===== src/hdl/rld_pkg.sv =====
// Purpose: Shared constants and types for the relay low-side control block.
// Assumes: 250 MHz clock; channel index 0 is relay output 13, index 5 is 18.
// Notes:   Derived cycle counts are computed from the printed times.

`default_nettype none

package rld_pkg;

  // ==========================================================================
  // Sizes and clock.
  localparam int NUM_CH  = 6;    // Six relay driver channels.
  localparam int CLK_MHZ = 250;  // Clock rate in MHz.

  // ==========================================================================
  // Times in their own units, and counts derived from them.
  localparam int OVC_FILT_NS   = 4000;    // Overcurrent filter time, typical.
  localparam int OVC_FILT_CYC  = OVC_FILT_NS * CLK_MHZ / 1000;
  localparam int DIAG_FILT_NS  = 50000;   // Off-state diagnosis filter, typical.
  localparam int DIAG_FILT_CYC = DIAG_FILT_NS * CLK_MHZ / 1000;
  localparam int MASK_NS       = 300000;  // Least mask delay after switch-off.
  localparam int MASK_CYC      = (MASK_NS * CLK_MHZ + 999) / 1000;
  localparam int HOLD_MS       = 400;     // Least low-battery hold interval.
  localparam int HOLD_CYC      = HOLD_MS * CLK_MHZ * 1000;

  // ==========================================================================
  // Register byte offsets on the bus.
  localparam logic [3:0] ADR_CMD  = 4'h0;  // Channel command bits.
  localparam logic [3:0] ADR_CFG  = 4'h4;  // Configuration register seven.
  localparam logic [3:0] ADR_DIAG = 4'h8;  // Fault codes, read clears.
  localparam logic [3:0] ADR_STAT = 4'hc;  // Drive and hold state.

  // Register field positions and reset values.
  localparam int CFG_DIS_BIT  = 0;  // Global output disable.
  localparam int CFG_LB13_BIT = 1;  // Channel 13 low-battery hold enable.
  localparam int CFG_LB14_BIT = 2;  // Channel 14 low-battery hold enable.
  localparam int STAT_HOLD_LSB = 8; // Hold flags start here in the status word.
  localparam logic [5:0] CMD_RST = 6'h00;
  localparam logic [2:0] CFG_RST = 3'h0;

  // ==========================================================================
  // Two-bit fault codes.
  localparam logic [1:0] FLT_NONE = 2'h3;  // No fault.
  localparam logic [1:0] FLT_OL   = 2'h1;  // Open load.
  localparam logic [1:0] FLT_SGB  = 2'h2;  // Short to battery or overcurrent.
  localparam logic [1:0] FLT_SCG  = 2'h0;  // Short to ground.

  // Low-battery hold machine states, one-hot.
  typedef enum logic [1:0] {
    HOLD_IDLE = 2'h1,
    HOLD_RUN  = 2'h2
  } rld_hold_t;

endpackage

`default_nettype wire


===== src/hdl/rld_chan_if.sv =====
// Purpose: Carrier between the control top and one channel engine.
// Assumes: Single clock domain; all signals are sampled on clk_i.
// Notes:   The top drives commands and comparator levels, the channel answers.

`timescale 1ns/1ps
`default_nettype none

interface rld_chan_if;
  logic       cmd;       // Effective command after forcing and hold.
  logic       ovc;       // Load current above overcurrent threshold.
  logic       cmp_low;   // Output voltage below the low threshold.
  logic       cmp_high;  // Output voltage above the high threshold.
  logic       diag_rd;   // One-cycle diagnosis read pulse.
  logic       drive;     // Driver gate on.
  logic [1:0] code;      // Latched fault code.

  modport ctl  (output cmd, ovc, cmp_low, cmp_high, diag_rd, input drive, code);
  modport chan (input cmd, ovc, cmp_low, cmp_high, diag_rd, output drive, code);
endinterface

`default_nettype wire


===== src/hdl/rld_chan.sv =====
// Purpose: One relay channel: overcurrent cut-off, off-state diagnosis, latch.
// Assumes: Comparator levels are synchronous to clk_i.
// Notes:   Counts are parameters so simulation may shorten them.

`timescale 1ns/1ps
`default_nettype none

module rld_chan
  import rld_pkg::*;
#(
  parameter int OVC_N  = OVC_FILT_CYC,
  parameter int DIAG_N = DIAG_FILT_CYC,
  parameter int MASK_N = MASK_CYC
) (
  input wire logic  clk_i,
  input wire logic  rst_i,
  rld_chan_if.chan  ch
);
  localparam int OW = $clog2(OVC_N + 1);
  localparam int DW = $clog2(DIAG_N + 1);
  localparam int MW = $clog2(MASK_N + 1);

  // ==========================================================================
  // State.
  logic          cmd_q, shut, drive_q;       // Command history, cut-off, gate.
  logic [OW-1:0] ovc_cnt;                    // On-state overcurrent filter.
  logic [MW-1:0] mask_cnt;                   // Mask delay after switch-off.
  logic [DW-1:0] off_cnt;                    // Off-state filter.
  logic [1:0]    cand, code;                 // Candidate and latched codes.
  logic          next_cmd_q, next_shut, next_drive;
  logic [OW-1:0] next_ovc_cnt;
  logic [MW-1:0] next_mask_cnt;
  logic [DW-1:0] next_off_cnt;
  logic [1:0]    next_cand, next_code, raw, base;
  logic          trip, off_evt, qual;

  // Next-state logic for the whole channel.
  always_comb begin
    // Overcurrent is watched only while the gate is on; the count restarts
    // whenever the comparator drops.
    trip         = drive_q && ch.ovc && (ovc_cnt == OW'(OVC_N - 1));
    next_ovc_cnt = (drive_q && ch.ovc && !trip) ? ovc_cnt + 1'b1 : '0;
    next_cmd_q   = ch.cmd;
    // Cut-off is set by a trip and lifted by a command toggle or by a
    // diagnosis read with the command still high; the trip wins.
    if (trip) begin
      next_shut = 1'b1;
    end else if ((ch.cmd && !cmd_q) || (ch.diag_rd && ch.cmd)) begin
      next_shut = 1'b0;
    end else begin
      next_shut = shut;
    end
    next_drive = ch.cmd && !next_shut;
    // Mask restarts at every switch-off and counts down while off.
    if (drive_q && !next_drive) begin
      next_mask_cnt = MW'(MASK_N);
    end else if (!drive_q && mask_cnt != '0) begin
      next_mask_cnt = mask_cnt - 1'b1;
    end else begin
      next_mask_cnt = mask_cnt;
    end
    // Comparator window: low is short to ground, between is open load.
    raw = ch.cmp_high ? FLT_NONE : (ch.cmp_low ? FLT_SCG : FLT_OL);
    qual = !drive_q && (mask_cnt == '0) && (raw != FLT_NONE);
    off_evt = qual && (raw == cand) && (off_cnt == DW'(DIAG_N - 1));
    next_cand = raw;
    if (!qual || raw != cand) begin
      next_off_cnt = '0;
    end else if (!off_evt) begin
      next_off_cnt = off_cnt + 1'b1;
    end else begin
      next_off_cnt = off_cnt;
    end
    // Read clears, but a fault found in the same cycle still lands.
    base = ch.diag_rd ? FLT_NONE : code;
    if (trip) begin
      next_code = FLT_SGB;
    end else if (off_evt && base == FLT_NONE) begin
      next_code = raw;
    end else begin
      next_code = base;
    end
  end

  // Registers for the channel.
  always_ff @(posedge clk_i) begin
    if (rst_i) begin
      cmd_q    <= 1'b0;
      shut     <= 1'b0;
      drive_q  <= 1'b0;
      ovc_cnt  <= '0;
      mask_cnt <= '0;
      off_cnt  <= '0;
      cand     <= FLT_NONE;
      code     <= FLT_NONE;
    end else begin
      cmd_q    <= next_cmd_q;
      shut     <= next_shut;
      drive_q  <= next_drive;
      ovc_cnt  <= next_ovc_cnt;
      mask_cnt <= next_mask_cnt;
      off_cnt  <= next_off_cnt;
      cand     <= next_cand;
      code     <= next_code;
    end
  end

  assign ch.drive = drive_q;
  assign ch.code  = code;
endmodule

`default_nettype wire


===== src/hdl/rld_top.sv =====
// Purpose: Control and diagnosis for six protected low-side relay channels.
// Assumes: Classic Wishbone slave, 32-bit data, synchronous active-high reset.
// Notes:   Channel 13 is index 0 and channel 14 is index 1 throughout.
//
// Operation
// - Six channels follow host command bits.
// - Device reset or global disable forces off.
// - Channels 13/14 hold on during low-battery reset.
// - Hold expiry without host retake switches off.
// - Separate hold enables for channels 13, 14.
// - Each channel stores a 2-bit fault code.
// - On watches overcurrent; off watches load.
// - Diagnosis read clears latched codes.
// - Off-state first fault kept; on-fault overwrites.
// - Filtered overcurrent cuts off, latches fault.
// - Command low-then-high restarts after cut-off.
// - Diagnosis read restarts if command high.
// - Off-state faults filtered about 50 us.
// - Off-state diagnosis masked after switch-off.
// - 11 ok, 01 open, 10 short, 00 ground.
// - Comparator window maps to ground, open, ok.
//
// Local design decisions: the Wishbone register port and the register addresses.

`timescale 1ns/1ps
`default_nettype none

module rld_top
  import rld_pkg::*;
#(
  parameter int HOLD_N = HOLD_CYC,      // Low-battery hold length in cycles.
  parameter int DIAG_N = DIAG_FILT_CYC, // Off-state filter in cycles.
  parameter int MASK_N = MASK_CYC,      // Mask delay in cycles.
  parameter int OVC_N  = OVC_FILT_CYC   // Overcurrent filter in cycles.
) (
  input  wire logic                 clk_i,
  input  wire logic                 rst_i,
  // Wishbone slave.
  input  wire logic                 wb_cyc_i,
  input  wire logic                 wb_stb_i,
  input  wire logic                 wb_we_i,
  input  wire logic [3:0]           wb_adr_i,
  input  wire logic [3:0]           wb_sel_i,
  input  wire logic [31:0]          wb_dat_i,
  output logic      [31:0]          wb_dat_o,
  output logic                      wb_ack_o,
  // Device side.
  input  wire logic                 device_reset_signal_i,
  input  wire logic                 battery_low_level_i,
  input  wire logic                 mcu_reset_n_i,
  input  wire logic [NUM_CH-1:0]    overcurrent_threshold_i,
  input  wire logic [NUM_CH-1:0]    out_below_low_i,
  input  wire logic [NUM_CH-1:0]    out_above_high_i,
  output logic      [NUM_CH-1:0]    drive_on_o,
  output logic      [1:0]           hold_active_o
);
  localparam int HW = $clog2(HOLD_N + 1);

  // ==========================================================================
  // Bus slave state.
  logic        ack;        // Answer flag, one cycle per request.
  logic [31:0] rdata;      // Read data captured at request take.
  logic        next_ack;
  logic [31:0] next_rdata;
  logic        req;        // New request being taken this cycle.
  logic        wr_acc;     // Write taking effect this cycle.
  logic        diag_rd;    // Diagnosis read pulse.

  // ==========================================================================
  // Control registers and channel views.
  logic [NUM_CH-1:0]   cmd, next_cmd;    // Host command bits.
  logic [2:0]          cfg, next_cfg;    // Disable and hold enables.
  logic [NUM_CH-1:0]   eff;              // Effective command to channels.
  logic [NUM_CH-1:0]   drive;            // Gate state from channels.
  logic [2*NUM_CH-1:0] codes;            // All fault codes.
  logic                force_off;        // Reset or disable forcing.
  logic                retake;           // Host rewrote the command register.
  logic                mrst_q;           // Previous micro reset level.

  // ==========================================================================
  // Hold machines for channels 13 and 14.
  rld_hold_t           hstate [2];
  rld_hold_t           next_hstate [2];
  logic [HW-1:0]       hcnt [2];
  logic [HW-1:0]       next_hcnt [2];
  logic [1:0]          trig, expire, hold_on, lb_en;

  assign req     = wb_cyc_i && wb_stb_i && !ack;
  assign wr_acc  = wb_cyc_i && wb_stb_i && ack && wb_we_i && wb_sel_i[0];
  assign diag_rd = req && !wb_we_i && (wb_adr_i == ADR_DIAG);
  assign retake  = wr_acc && (wb_adr_i == ADR_CMD);
  assign lb_en   = {cfg[CFG_LB14_BIT], cfg[CFG_LB13_BIT]};

  // Bus answer: ack one cycle after take, read data frozen with it. Unmapped
  // addresses read zero and still answer, so a stray access never hangs.
  always_comb begin
    next_ack   = req;
    next_rdata = rdata;
    if (req) begin
      case (wb_adr_i)
        ADR_CMD:  next_rdata = {26'h0, cmd};
        ADR_CFG:  next_rdata = {29'h0, cfg};
        ADR_DIAG: next_rdata = {20'h0, codes};
        ADR_STAT: next_rdata = {22'h0, hold_on, 2'h0, drive};
        default:  next_rdata = 32'h0;
      endcase
    end
  end

  // Bus registers.
  always_ff @(posedge clk_i) begin
    if (rst_i) begin
      ack   <= 1'b0;
      rdata <= 32'h0;
    end else begin
      ack   <= next_ack;
      rdata <= next_rdata;
    end
  end

  // Command and configuration writes land at the acknowledged edge. A hold
  // expiry clears its command bit so the channel stays off afterwards.
  always_comb begin
    next_cmd = cmd;
    next_cfg = cfg;
    if (wr_acc && wb_adr_i == ADR_CMD) begin
      next_cmd = wb_dat_i[NUM_CH-1:0];
    end
    if (wr_acc && wb_adr_i == ADR_CFG) begin
      next_cfg = wb_dat_i[2:0];
    end
    if (!retake) begin
      next_cmd[1:0] = next_cmd[1:0] & ~expire;
    end
  end

  // Control registers; the micro reset level is kept for edge detection.
  always_ff @(posedge clk_i) begin
    if (rst_i) begin
      cmd    <= CMD_RST;
      cfg    <= CFG_RST;
      mrst_q <= 1'b1;
    end else begin
      cmd    <= next_cmd;
      cfg    <= next_cfg;
      mrst_q <= mcu_reset_n_i;
    end
  end

  // Each hold machine arms on the falling edge of the micro reset while
  // battery is low and its channel is driving, then counts to the interval.
  // Limitation: a held channel ignores the device reset but not the global
  // disable, since software set that bit on purpose.
  for (genvar h = 0; h < 2; h++) begin : g_hold
    always_comb begin
      trig[h]   = lb_en[h] && battery_low_level_i && mrst_q && !mcu_reset_n_i
                  && drive[h] && (hstate[h] == HOLD_IDLE);
      expire[h] = 1'b0;
      next_hstate[h] = hstate[h];
      next_hcnt[h]   = hcnt[h];
      case (hstate[h])
        HOLD_IDLE: begin
          next_hcnt[h] = '0;
          if (trig[h]) begin
            next_hstate[h] = HOLD_RUN;
          end
        end
        HOLD_RUN: begin
          if (retake) begin
            next_hstate[h] = HOLD_IDLE;
          end else if (hcnt[h] == HW'(HOLD_N - 1)) begin
            expire[h]      = 1'b1;
            next_hstate[h] = HOLD_IDLE;
          end else begin
            next_hcnt[h] = hcnt[h] + 1'b1;
          end
        end
        default: begin
          next_hstate[h] = HOLD_IDLE;
        end
      endcase
      hold_on[h] = (hstate[h] == HOLD_RUN) || trig[h];
    end

    // Hold machine registers.
    always_ff @(posedge clk_i) begin
      if (rst_i) begin
        hstate[h] <= HOLD_IDLE;
        hcnt[h]   <= '0;
      end else begin
        hstate[h] <= next_hstate[h];
        hcnt[h]   <= next_hcnt[h];
      end
    end
  end

  // Forcing: global disable turns every channel off; device reset turns off all but a held channel 13 or 14.
  assign force_off = device_reset_signal_i || cfg[CFG_DIS_BIT];

  // ==========================================================================
  // Channel engines.
  rld_chan_if ch_if [NUM_CH] ();

  for (genvar c = 0; c < NUM_CH; c++) begin : g_ch
    if (c < 2) begin : g_held
      assign eff[c] = (cmd[c] && !force_off)
                      || (hold_on[c] && !cfg[CFG_DIS_BIT]);
    end else begin : g_plain
      assign eff[c] = cmd[c] && !force_off;
    end
    assign ch_if[c].cmd      = eff[c];
    assign ch_if[c].ovc      = overcurrent_threshold_i[c];
    assign ch_if[c].cmp_low  = out_below_low_i[c];
    assign ch_if[c].cmp_high = out_above_high_i[c];
    assign ch_if[c].diag_rd  = diag_rd;
    assign drive[c]          = ch_if[c].drive;
    assign codes[2*c +: 2]   = ch_if[c].code;

    rld_chan #(
      .OVC_N  (OVC_N),
      .DIAG_N (DIAG_N),
      .MASK_N (MASK_N)
    ) u_chan (
      .clk_i (clk_i),
      .rst_i (rst_i),
      .ch    (ch_if[c])
    );
  end

  assign wb_ack_o      = ack;
  assign wb_dat_o      = rdata;
  assign drive_on_o    = drive;
  assign hold_active_o = {hstate[1] == HOLD_RUN, hstate[0] == HOLD_RUN};

  for (genvar h = 0; h < 2; h++) begin : g_hchk

  end
endmodule

`default_nettype wire

===== config.mk =====
export PLATFORM = sky130hd
export DESIGN_NAME = rld_top
export DESIGN_NICKNAME = d
export VERILOG_FILES = /design/src/hdl/rld_pkg.sv /design/src/hdl/rld_chan_if.sv /design/src/hdl/rld_chan.sv /design/src/hdl/rld_top.sv
export SDC_FILE = /design/constraint.sdc
export NUM_CORES = 1
export LEC_CHECK = 0
export ABC_AREA = 0
export BUFFER_PORTS_ARGS = -buffer_cell sky130_fd_sc_hd__buf_2
export CAP_MARGIN = 20
export CELL_PAD_IN_SITES_DETAIL_PLACEMENT = 1
export CELL_PAD_IN_SITES_GLOBAL_PLACEMENT = 2
export CORE_MARGIN = 4
export CORE_UTILIZATION = 40
export DETAILED_ROUTE_END_ITERATION = 12
export PLACE_DENSITY_LB_ADDON = 0.05
export SLEW_MARGIN = 40
export SYNTH_ARGS = -nofsm -noshare
export SYNTH_HDL_FRONTEND = slang
export SYNTH_HIERARCHICAL = 1
export SYNTH_SLANG_ARGS = --single-unit

===== constraint.sdc =====
create_clock -name clk_i -period 5.8 [get_ports clk_i]
set_clock_uncertainty 0.15 [all_clocks]
set_input_delay 0.87 -clock clk_i [delete_from_list [all_inputs] [get_ports clk_i]]
set_output_delay 0.87 -clock clk_i [all_outputs]
set_load 0.005 [all_outputs]

Word-level counts from Yosys, hierarchy flattened
Memories as Yosys holds them, arrays and structs flattened.
Cells that the tools add are included.
{ "word_totals": {"reg_bits": 331, "mem_bits_rw": 58, "inputBits": 66, "out_inout_bits": 41, "elab_cells": 435, "memories": 2} }
{ "mem_list": {"columns": ["memory", "depth", "width", "rd", "rd_ports_with_merged_regs", "write_ports", "line", "rtl"], "rows": [
  ["hcnt", 2, 27, 2, 0, 2, "rld_top.sv:84", "logic [HW-1:0] hcnt [2];"],
  ["hstate", 2, 2, 2, 0, 2, "rld_top.sv:82", "rld_hold_t hstate [2];"]
]} }
{ "classes": {"add_sub_neg": 20, "eq_ne": 45, "mux": 84, "bitwise": 12, "reduce_logical": 206} }
{ "op_table": {"columns": ["operator", "n"], "rows": [
  ["17-bit two-way mux", 12],
  ["27-bit two-way mux", 6],
  ["27-bit one-hot mux with 2 select lines", 2],
  ["1-bit logical AND", 105],
  ["17-bit zero test", 6],
  ["17-bit nonzero test", 6],
  ["17-bit by 1-bit subtractor with 17-bit output, second input constant", 6],
  ["14-bit by 1-bit adder with 14-bit output, second input constant", 6],
  ["14-bit == test, second input constant", 6],
  ["10-bit by 1-bit adder with 10-bit output, second input constant", 6],
  ["10-bit == test, second input constant", 6],
  ["2-bit two-way mux", 28],
  ["27-bit by 1-bit adder with 27-bit output, second input constant", 2],
  ["27-bit == test, second input constant", 2],
  ["12-bit one-hot mux with 4 select lines", 1],
  ["2-bit OR reduction", 24],
  ["1-bit zero test", 41],
  ["1-bit two-way mux", 33],
  ["1-bit logical OR", 17],
  ["2-bit == test, second input constant", 8],
  ["2-bit == test", 6],
  ["2-bit != test", 6],
  ["2-bit != test, second input constant", 6],
  ["2-bit nonzero test", 6],
  ["9 further kinds", 20]
]} }

Logic depth before layout (Yosys ltp)
Gate-level depths: netlist (run 1).
{ "logic_depth": {"ltp_word": 17, "ltp_mapped": 9, "mapped_depth_nobuf": 9} }

Cells and area by module
The synthesis (run 1) kept the hierarchy.
{ "by_module_without_submodules": {"columns": ["mod", "instances", "cells_per_inst", "area_each_um2", "seq_area_each_um2"], "rows": [
  ["rld_chan", 6, 253, 2187.1, 960.9],
  ["rld_top", 1, 545, 4408.0, 1621.6]
]} }

Least setup slack after synthesis (run 1)
Ideal clock, no wire load.
{ "synth_path": {"path_kind": "input-to-reg", "startpoint": "input port wb_stb_i", "endpoint": "register g_ch[0].u_chan.mask_cnt[7]", "setup_time_ns": 0.140, "arrival_ns": 3.363, "t_required_ns": 5.510, "path_slack_ns": 2.146, "path_stages": 8, "path_buffers": 0, "cell_sequence": "nand3b_1 > nor3_1 > nand2_1 > nor3_1 > nand3b_1 > nand2_1 > a21oi_1 > a31oi_1"} }
{ "synth_between": {"elab_chain_cells": 13, "elab_cells_between_ends": 14, "cone_classes": "mux: 3; reduce/logical: 11"} }
{ "synth_rtl": {"columns": ["element", "line", "rtl"], "rows": [
  ["start: declaration", "rld_top.sv:40", "input wire logic wb_stb_i,"],
  ["1-bit logical AND (*) (2 in a row)", "rld_top.sv:88", "assign req = wb_cyc_i && wb_stb_i && !ack;"],
  ["1-bit logical AND (*) (2 in a row)", "rld_top.sv:90", "assign diag_rd = req && !wb_we_i && (wb_adr_i == ADR_DIAG);"],
  ["named net ch_if[0].diag_rd", "rld_chan_if.sv:13", "logic diag_rd;"],
  ["1-bit logical AND (*)", "rld_chan.sv:48", "end else if ((ch.cmd && !cmd_q) || (ch.diag_rd && ch.cmd)) begin"],
  ["1-bit logical OR (*)", "rld_chan.sv:48", null],
  ["1-bit two-way mux (*)", "rld_chan.sv:48", null],
  ["1-bit two-way mux (*)", "rld_chan.sv:46", "if (trip) begin"],
  ["1-bit zero test (*)", "rld_chan.sv:53", "next_drive = ch.cmd && !next_shut;"],
  ["1-bit logical AND (*)", "rld_chan.sv:53", null],
  ["1-bit zero test (*)", "rld_chan.sv:55", "if (drive_q && !next_drive) begin"],
  ["1-bit logical AND (*)", "rld_chan.sv:55", null],
  ["17-bit two-way mux or 2-bit nonzero test (tied branches)", null, null],
  ["end signal: assignment", "rld_chan.sv:101", "mask_cnt <= next_mask_cnt;"],
  ["end: declaration", "rld_chan.sv:27", "logic [MW-1:0] mask_cnt;"]
]} }
The timed path passes the listed nets; every way through them passes the cells marked *.
A chain may end at the register's enable or synchronous reset.

Final worst setup path (run 1)
{ "layout_path": {"startpoint": "register ack, in the netlist wb_ack_o", "endpoint": "register g_ch[4].u_chan.mask_cnt[7]"} }
{ "layout_between": {"elab_chain_cells": 13, "elab_cells_between_ends": 14, "cone_classes": "mux: 3; reduce/logical: 11"} }
{ "layout_rtl": {"columns": ["element", "line", "rtl"], "rows": [
  ["start: declaration", "rld_top.sv:61", "logic ack;"],
  ["start signal: assignment", "rld_top.sv:116", "ack <= next_ack;"],
  ["1-bit zero test (*)", "rld_top.sv:88", null],
  ["1-bit logical AND (*)", "rld_top.sv:88", null],
  ["1-bit logical AND (*) (2 in a row)", "rld_top.sv:90", null],
  ["named net ch_if[0].diag_rd", "rld_chan_if.sv:13", null],
  ["1-bit logical AND (*)", "rld_chan.sv:48", null],
  ["1-bit logical OR (*)", "rld_chan.sv:48", null],
  ["1-bit two-way mux (*)", "rld_chan.sv:48", null],
  ["1-bit two-way mux (*)", "rld_chan.sv:46", null],
  ["1-bit zero test (*)", "rld_chan.sv:53", null],
  ["1-bit logical AND (*)", "rld_chan.sv:53", null],
  ["1-bit zero test (*)", "rld_chan.sv:55", null],
  ["1-bit logical AND (*)", "rld_chan.sv:55", null],
  ["17-bit two-way mux or 2-bit nonzero test (tied branches)", null, null],
  ["end signal: assignment", "rld_chan.sv:101", null],
  ["end: declaration", "rld_chan.sv:27", null]
]} }
Marked as above.

==> results.toml, run 1 <==
[synth]
netlist_instances = 2063
count_of_flip_flops_with_a_built_in_enable_after_synthesis = 0
ys_ff_latch = 369
yosys.area.top_type = "sky130_fd_sc_hd__dfxtp_1"
synth-warning-count = 6
yosys.cell_types.count = 76
postSynthAreaPerCell_um2 = 8.50
seq_area_frac_synth_pct = 42.1
synth.cell_area_um2 = 17500
synth_top_cell_area_share_pct = 42.1
asyncSetResetFlopFracSynth_pct = 0
synth_flop_cell = "sky130_fd_sc_hd__dfxtp_1"
synth_top_cells_by_area = "sky130_fd_sc_hd__dfxtp_1, sky130_fd_sc_hd__nor2_1, sky130_fd_sc_hd__xnor2_1"

[placed_design]
post-dp-hpwl_mm = 31.8
gp_congestion = 0.797
port_buffers = 57

[job]
number_of_max_cap_violations = 0

[floorplan]
core_um2 = 43200
design.die.area_um2 = 47200
floorplan.initialDensity_pct = 40.6
top_level_ports = 107
horizontal_extent_of_the_die_um = 217
fp-row-count = 76
die_height_um = 217

[timing]
total_count_of_max_transition_violations_in_the_final_report = 0
finalSetupViolCount = 0
tightest_slew_ns = 0.806
timing_hold_violations_final = 0
grt_setup_unrepaired = "false"
slew_headroom_pct = 46.0
setup_total_negative_slack_ns = 0
min_period_ns = 3.42
timing.fmax_ghz = 0.292
post-route-period-util_pct = 59.0

[route]
route.final.wire_length_mm = 45.3
firstDrtPassIters = 4
dr_total_vias = 14800
routedWlPerCell_um = 16.7
drc = 0
drt_iter0_drc = 617
antenna_left = 0
drt-vias-per-instance = 5.44

[cts]
tritoncts = "built"
postCtsResizedCells = 0
post-cts-setup-buffer-count = 0
buffer_cell_driving_the_clock_tree_root = "sky130_fd_sc_hd__clkbuf_16"
postCtsHoldBufs = 0
clkSinkCount = 369
number_of_levels_in_the_clock_h_tree = 2
clk-insertion-delay-late_ns = 0.56
clock_tree.buffer_depth = 3
worst_setup_hold_path_clk_slew_ns = 0.06
cts_buffers = 44

[setup_path]
critPathRequiredTime_ns = 6.05
timing.rr.start = "wb_ack_o$_SDFF_PP0_"
reg2reg_setup_slack_ns = 2.38
worst_r2r_endpoint = "g_ch[4].u_chan/mask_cnt[7]$_SDFFE_PP0P_"
endpoint = "g_ch[4].u_chan/mask_cnt[7]$_SDFFE_PP0P_"
cp.arrival_ns = 3.68
critical_path.startpoint = "wb_ack_o$_SDFF_PP0_"
max_stage_delay_ns = 0.61
path_class = "reg2reg"
critical-path-slowest-cell = "sky130_fd_sc_hd__a21oi_1"
crit_path_cell_trace = "nand3b_1, nor3_1, buf_4, nand2_1, nor3_2, buf_4, nand3b_1, nand2_1, a21oi_1, a31oi_1"
crit_path_launch_type = "flop"
critPathCaptureType = "flop"
worst-path-max-fanout = 14
reg2reg_depth = 10

[power]
pwr_density_cell_nw_per_um2 = 413
leakage_uw = 0.00668
vdd_drop_max_mv = 0.208

[global_routing]
grt_antenna_before_repair = 1
met2_usage_pct = 32.4
grt_use_met1_pct = 25.0
global_route.usage.total_pct = 19.1
grt_first_pass_wirelength_mm = 75.8
globalRouteMet3Util_pct = 3.99
first_global_vias = 15000
overflow = 0
grt-busiest-layer = "met2"
grt_max_degree = 69

[finish]
layout.filler_cells = 5203
area_delta_synth_final_pct = 11.8
multiInputGateArea_um2 = 9500
layout.nets = 2192
register_area_um2 = 7390
layout.cells.most_common = "sky130_fd_sc_hd__dfxtp_1"
most-common-layout-cells = "sky130_fd_sc_hd__dfxtp_1, sky130_fd_sc_hd__nor2_1, sky130_fd_sc_hd__nand2_1, sky130_fd_sc_hd__a21oi_1, sky130_fd_sc_hd__xnor2_1"
diodes = 0
layout.core_utilization_pct = 45.4
drive_gt1_share_pct = 9.36

[outcome]
status = "complete, no violations"

[worst_hold_path]
worst_hold_path_type = "reg2reg"
-- per-stage QoR --
stage | total power [uW] | hold WS, ns | setup WS (ns) | instances | instance area, um^2
finish | 8100 | 0.294 | 2.38 | 2711 | 19600
global route | 8660 | 0.312 | 2.06 | 2711 | 19600
CTS | 8220 | 0.298 | 2.32 | 2711 | 19600
detailed placement | 5490 | 0.286 | 1.90 | 2635 | 18200
global placement | 5420 | 0.277 | 1.50 | 2634 | 18200
floorplan | 5030 | 0.268 | 2.15 | 2082 | 17600
-- sequential cells by signal, summed over array words and instances (netlist names) --
register              count
g_ch.u_chan/off_cnt      84
g_ch.u_chan/cand         12
g_ch.u_chan/ch.code      12
hcnt                     54
wb_dat_o                 12
cfg                       3
hstate                    4
g_ch.u_chan/mask_cnt    102
g_ch.u_chan/ovc_cnt      60
cmd                       6
g_ch.u_chan/shut          6
g_ch.u_chan/cmd_q         6
mrst_q                    1
g_ch.u_chan/ch.drive      6
wb_ack_o                  1
-- layout make-up --
class,instances,share of cell area [%]
clock buffer,69,6.66
clock inverter,7,0.345
inverter,66,1.26
multi-input combinational,1550,48.5
sequential,369,37.7
tap,585,3.73
timing repair buffer,65,1.83
-- critical path: cells and delay by family (launching register included) --
family | cells | cell delay [ns]
buffers and inverters | 2 | 0.53
DFF | 1 | 0.41
and+or+nand+nor | 6 | 1.40
AOI/OAI and AO/OA | 2 | 0.78
-- worst min path at each step --
| stage | startpoint | to | slack [ns] | cells after the start |
|---|---|---|---|---|
| 3_5_place_dp | g_ch[3].u_chan/ovc_cnt[0]$_SDFF_PP0_ | g_ch[3].u_chan/ovc_cnt[0]$_SDFF_PP0_ | 0.29 | 1 |
| 2_1_floorplan | g_ch[0].u_chan/ovc_cnt[0]$_SDFF_PP0_ | g_ch[0].u_chan/ovc_cnt[0]$_SDFF_PP0_ | 0.27 | 1 |
| 6_report | g_ch[3].u_chan/ovc_cnt[0]$_SDFF_PP0_ | g_ch[3].u_chan/ovc_cnt[0]$_SDFF_PP0_ | 0.29 | 1 |
| 4_1_cts | g_ch[3].u_chan/ovc_cnt[0]$_SDFF_PP0_ | g_ch[3].u_chan/ovc_cnt[0]$_SDFF_PP0_ | 0.30 | 1 |
| 5_1_grt | g_ch[1].u_chan/ovc_cnt[0]$_SDFF_PP0_ | g_ch[1].u_chan/ovc_cnt[0]$_SDFF_PP0_ | 0.31 | 1 |
| 3_3_place_gp | g_ch[2].u_chan/ovc_cnt[0]$_SDFF_PP0_ | g_ch[2].u_chan/ovc_cnt[0]$_SDFF_PP0_ | 0.28 | 1 |
-- power breakdown --
group	leakage (uW)	total, uW	switching (uW)	internal, uW
clock	0.000676	2640	1060	1580
sequential	0.00299	3110	302	2810
combinational	0.00302	2350	1330	1020
total	0.00668	8100	2700	5400
-- Yosys cell counts, types with 7 or more instances --
cell / instances
sky130_fd_sc_hd__nand3b_1: 13
sky130_fd_sc_hd__nand4_1: 43
sky130_fd_sc_hd__nand3_1: 101
sky130_fd_sc_hd__xor2_1: 69
sky130_fd_sc_hd__a22oi_1: 10
sky130_fd_sc_hd__a41oi_1: 8
sky130_fd_sc_hd__nand2b_1: 10
sky130_fd_sc_hd__nor3_4: 7
sky130_fd_sc_hd__or2_2: 13
sky130_fd_sc_hd__or3_1: 48
sky130_fd_sc_hd__dfxtp_1: 369
sky130_fd_sc_hd__buf_2: 10
sky130_fd_sc_hd__nand2_1: 166
sky130_fd_sc_hd__ha_1: 30
sky130_fd_sc_hd__and4_1: 8
sky130_fd_sc_hd__o21ai_0: 32
sky130_fd_sc_hd__nor4_1: 47
sky130_fd_sc_hd__nor4b_1: 13
sky130_fd_sc_hd__a211oi_1: 28
sky130_fd_sc_hd__or4_1: 26
sky130_fd_sc_hd__mux2i_1: 13
sky130_fd_sc_hd__clkbuf_1: 54
sky130_fd_sc_hd__and3_1: 27
sky130_fd_sc_hd__a31oi_1: 20
sky130_fd_sc_hd__nor3_1: 73
sky130_fd_sc_hd__nor2_1: 314
sky130_fd_sc_hd__inv_1: 66
sky130_fd_sc_hd__o41ai_1: 13
sky130_fd_sc_hd__nor2b_1: 12
sky130_fd_sc_hd__a21oi_1: 153
sky130_fd_sc_hd__buf_4: 26
sky130_fd_sc_hd__xnor2_1: 134
sky130_fd_sc_hd__nand2_2: 7
-- kinds of logic (layout without fill, tap and decap cells) --
kind of cell | Yosys count | after routing | share of synthesized area [%]
multiplexers | 16 | 16 | 1.13
adder cells (fa/ha/maj) | 30 | 30 | 2.14
AO/OA/AOI/OAI | 310 | 310 | 11.2
flip-flops | 369 | 369 | 42.1
buffers and inverters | 163 | 207 | 4.38
XOR/XNOR | 203 | 203 | 10.1
AND/OR/NAND/NOR | 971 | 971 | 28.9
other | 1 | 20 | 0.0214
-- per-layer routing --
| metal | vias to the layer above | part of all wire [%] |
|---|---|---|
| li1 | 7299 | - |
| met1 | 7224 | 47 |
| met2 | 166 | 47 |
| met3 | 67 | 3.9 |
| met4 | 2 | 1.8 |
| met5 | - | 0.029 |
Power figures use the tool's default switching activity.
==> run 2, diff against run 1 <==
CORE_UTILIZATION = 38   (was 40)
clock period = 3.2 ns   (was 5.8 ns; I/O delays follow)
==> results.toml, run 2 (synthesized netlist as in run 1, its figures left out) <==
[floorplan]
die_height_um = 223
core_um2 = 45500
horizontal_extent_of_the_die_um = 223
top_level_ports = 107
fp-row-count = 78
design.die.area_um2 = 49600
floorplan.initialDensity_pct = 38.5

[placed_design]
dp_worst_setup_slack_ns = 0.214
placedCellCount = 2687
gp_congestion = 0.819
port_buffers = 57
post-dp-hpwl_mm = 33.0

[power]
vdd_drop_max_mv = 0.456
leakage_uw = 0.00697
pwr_density_cell_nw_per_um2 = 753

[cts]
tritoncts = "built"
postCtsResizedCells = 0
clkSinkCount = 369
number_of_levels_in_the_clock_h_tree = 2
clk-insertion-delay-late_ns = 0.57
worst_setup_hold_path_clk_slew_ns = 0.06
post-cts-setup-buffer-count = 0
postCtsHoldBufs = 15
buffer_cell_driving_the_clock_tree_root = "sky130_fd_sc_hd__clkbuf_16"
clock_tree.buffer_depth = 3
cts_buffers = 45

[setup_path]
reg2reg_depth = 10
critical_path.most_common_cell = "sky130_fd_sc_hd__nand2_1"
reg2reg_setup_slack_ns = 0.28
timing.critical_path.depth = 10
critPathRequiredTime_ns = 3.52
path_class = "reg2reg"
crit_path_cell_trace = "nand3b_1, nor3_1, nand2_1, nor3_4, buf_4, nand3b_1, nand2_1, nand2_1, nand2_1, a211oi_1"
critPathCaptureType = "flop"
timing.rr.start = "wb_ack_o$_SDFF_PP0_"
endpoint = "g_ch[4].u_chan/mask_cnt[1]$_SDFFE_PP0P_"
cp.arrival_ns = 3.23
worst_r2r_endpoint = "g_ch[4].u_chan/mask_cnt[1]$_SDFFE_PP0P_"
critPathTopFamily = "simple AND/OR/NAND/NOR gates"
crit_path_launch_type = "flop"
critical_path.startpoint = "wb_ack_o$_SDFF_PP0_"
max_stage_delay_ns = 0.47
worst-path-max-fanout = 12
cp_num_buf_inv = 1
critical-path-slowest-cell = "sky130_fd_sc_hd__nor3_1"

[global_routing]
overflow = 0
grt_antenna_before_repair = 0
first_global_vias = 15000
grt_max_degree = 51
global_route.usage.total_pct = 18.5
grt_first_pass_wirelength_mm = 77.4

[finish]
layout.nets = 2245
max_flop_register = "g_ch.u_chan/mask_cnt"
finish.cell_count_without_fillers = 2781
top_regs = "g_ch.u_chan/mask_cnt: 102 flops, g_ch.u_chan/off_cnt: 84 flops, g_ch.u_chan/ovc_cnt: 60 flops"
most-common-layout-cells = "sky130_fd_sc_hd__dfxtp_1, sky130_fd_sc_hd__nor2_1, sky130_fd_sc_hd__nand2_1, sky130_fd_sc_hd__a21oi_1, sky130_fd_sc_hd__xnor2_1"
area_delta_synth_final_pct = 14.7
multiInputGateArea_um2 = 9480
diodes = 0
largest_reg_flops = 102
drive_gt1_share_pct = 10.8
register_area_um2 = 7390
layout.cells.most_common = "sky130_fd_sc_hd__dfxtp_1"
layout.filler_cells = 5386

[route]
drt_iter0_drc = 638
routedWlPerCell_um = 16.8
antenna_left = 0
met2_wirelength_mm = 21.6
drc = 0
top_layer_used = "met4"
route.final.wire_length_mm = 46.7
met3_wirelength_mm = 1.84
dr_total_vias = 14900
routedLengthMet1_mm = 22.3
drt-vias-per-instance = 5.34
firstDrtPassIters = 5

[timing]
tightest_slew_ns = 0.788
setup_total_negative_slack_ns = 0
finalSetupViolCount = 0
timing_hold_violations_final = 0
post-route-period-util_pct = 91.1
total_count_of_max_transition_violations_in_the_final_report = 0
grt_setup_unrepaired = "false"
timing.fmax_ghz = 0.343
slew_headroom_pct = 47.0
min_period_ns = 2.92
finalWorstSetupSlack_ns = 0.285

[worst_hold_path]
worst_hold_path_type = "in2reg"

[outcome]
status = "complete, no violations"

[job]
number_of_max_cap_violations = 0
==> run 2: metrics by stage <==
step | utilization (%) | hold WS [ns] | power (uW) | area (um^2)
floorplan | - | 0.268 | 9110 | 17600
global placement | 40.6 | 0.279 | 10000 | 18500
detailed placement | 40.7 | 0.289 | 10200 | 18500
CTS | 44.2 | 0.00750 | 15400 | 20100
global route | 44.2 | 0.0252 | 16200 | 20100
finish | 44.2 | 0.0436 | 15100 | 20100
==> run 2: how the worst min path moves through the flow <==
| stage | startpoint | to | slack [ns] | cells past startpoint |
|---|---|---|---|---|
| finish | wb_dat_i[4] | cmd[4]$_SDFFE_PP0P_ | 0.04 | 3 |
| global route | wb_dat_i[0] | cmd[0]$_SDFF_PP0_ | 0.03 | 3 |
| CTS | wb_dat_i[0] | cmd[0]$_SDFF_PP0_ | 0.007 | 3 |
| detailed placement | g_ch[4].u_chan/ovc_cnt[0]$_SDFF_PP0_ | g_ch[4].u_chan/ovc_cnt[0]$_SDFF_PP0_ | 0.29 | 1 |
| global placement | g_ch[2].u_chan/ovc_cnt[0]$_SDFF_PP0_ | g_ch[2].u_chan/ovc_cnt[0]$_SDFF_PP0_ | 0.28 | 1 |
| floorplan | g_ch[0].u_chan/ovc_cnt[0]$_SDFF_PP0_ | g_ch[0].u_chan/ovc_cnt[0]$_SDFF_PP0_ | 0.27 | 1 |
==> run 2: routing by layer <==
layer / up-vias / track usage [%]
met2: 153 / 30.5
met5: - / 0
li1: 7428 / -
met1: 7212 / 24.9
met4: 0 / 4.28
met3: 66 / 3.86
==> run 2: worst reg2reg max path: cells and delay by family, from the launching register on <==
| family | cells | cell delay (ns) |
|---|---|---|
| AND/OR/NAND/NOR | 8 | 1.76 |
| flip-flops | 1 | 0.41 |
| AO/OA/AOI/OAI | 1 | 0.26 |
| buffers and inverters | 1 | 0.24 |
==> run 2: layout make-up <==
| cell class | count | share of cell area (%) |
|---|---|---|
| clock inverter | 11 | 0.660 |
| timing repair buffer | 117 | 3.94 |
| multi-input combinational | 1550 | 47.2 |
| inverter | 66 | 1.23 |
| sequential | 369 | 36.7 |
| tap | 600 | 3.73 |
| clock buffer | 68 | 6.53 |
==> run 2: where the power goes <==
part / internal, uW / switching, uW / total (uW)
Clock: 3050 / 1970 / 5020
Combinational: 2020 / 2470 / 4480
Sequential: 5090 / 548 / 5640
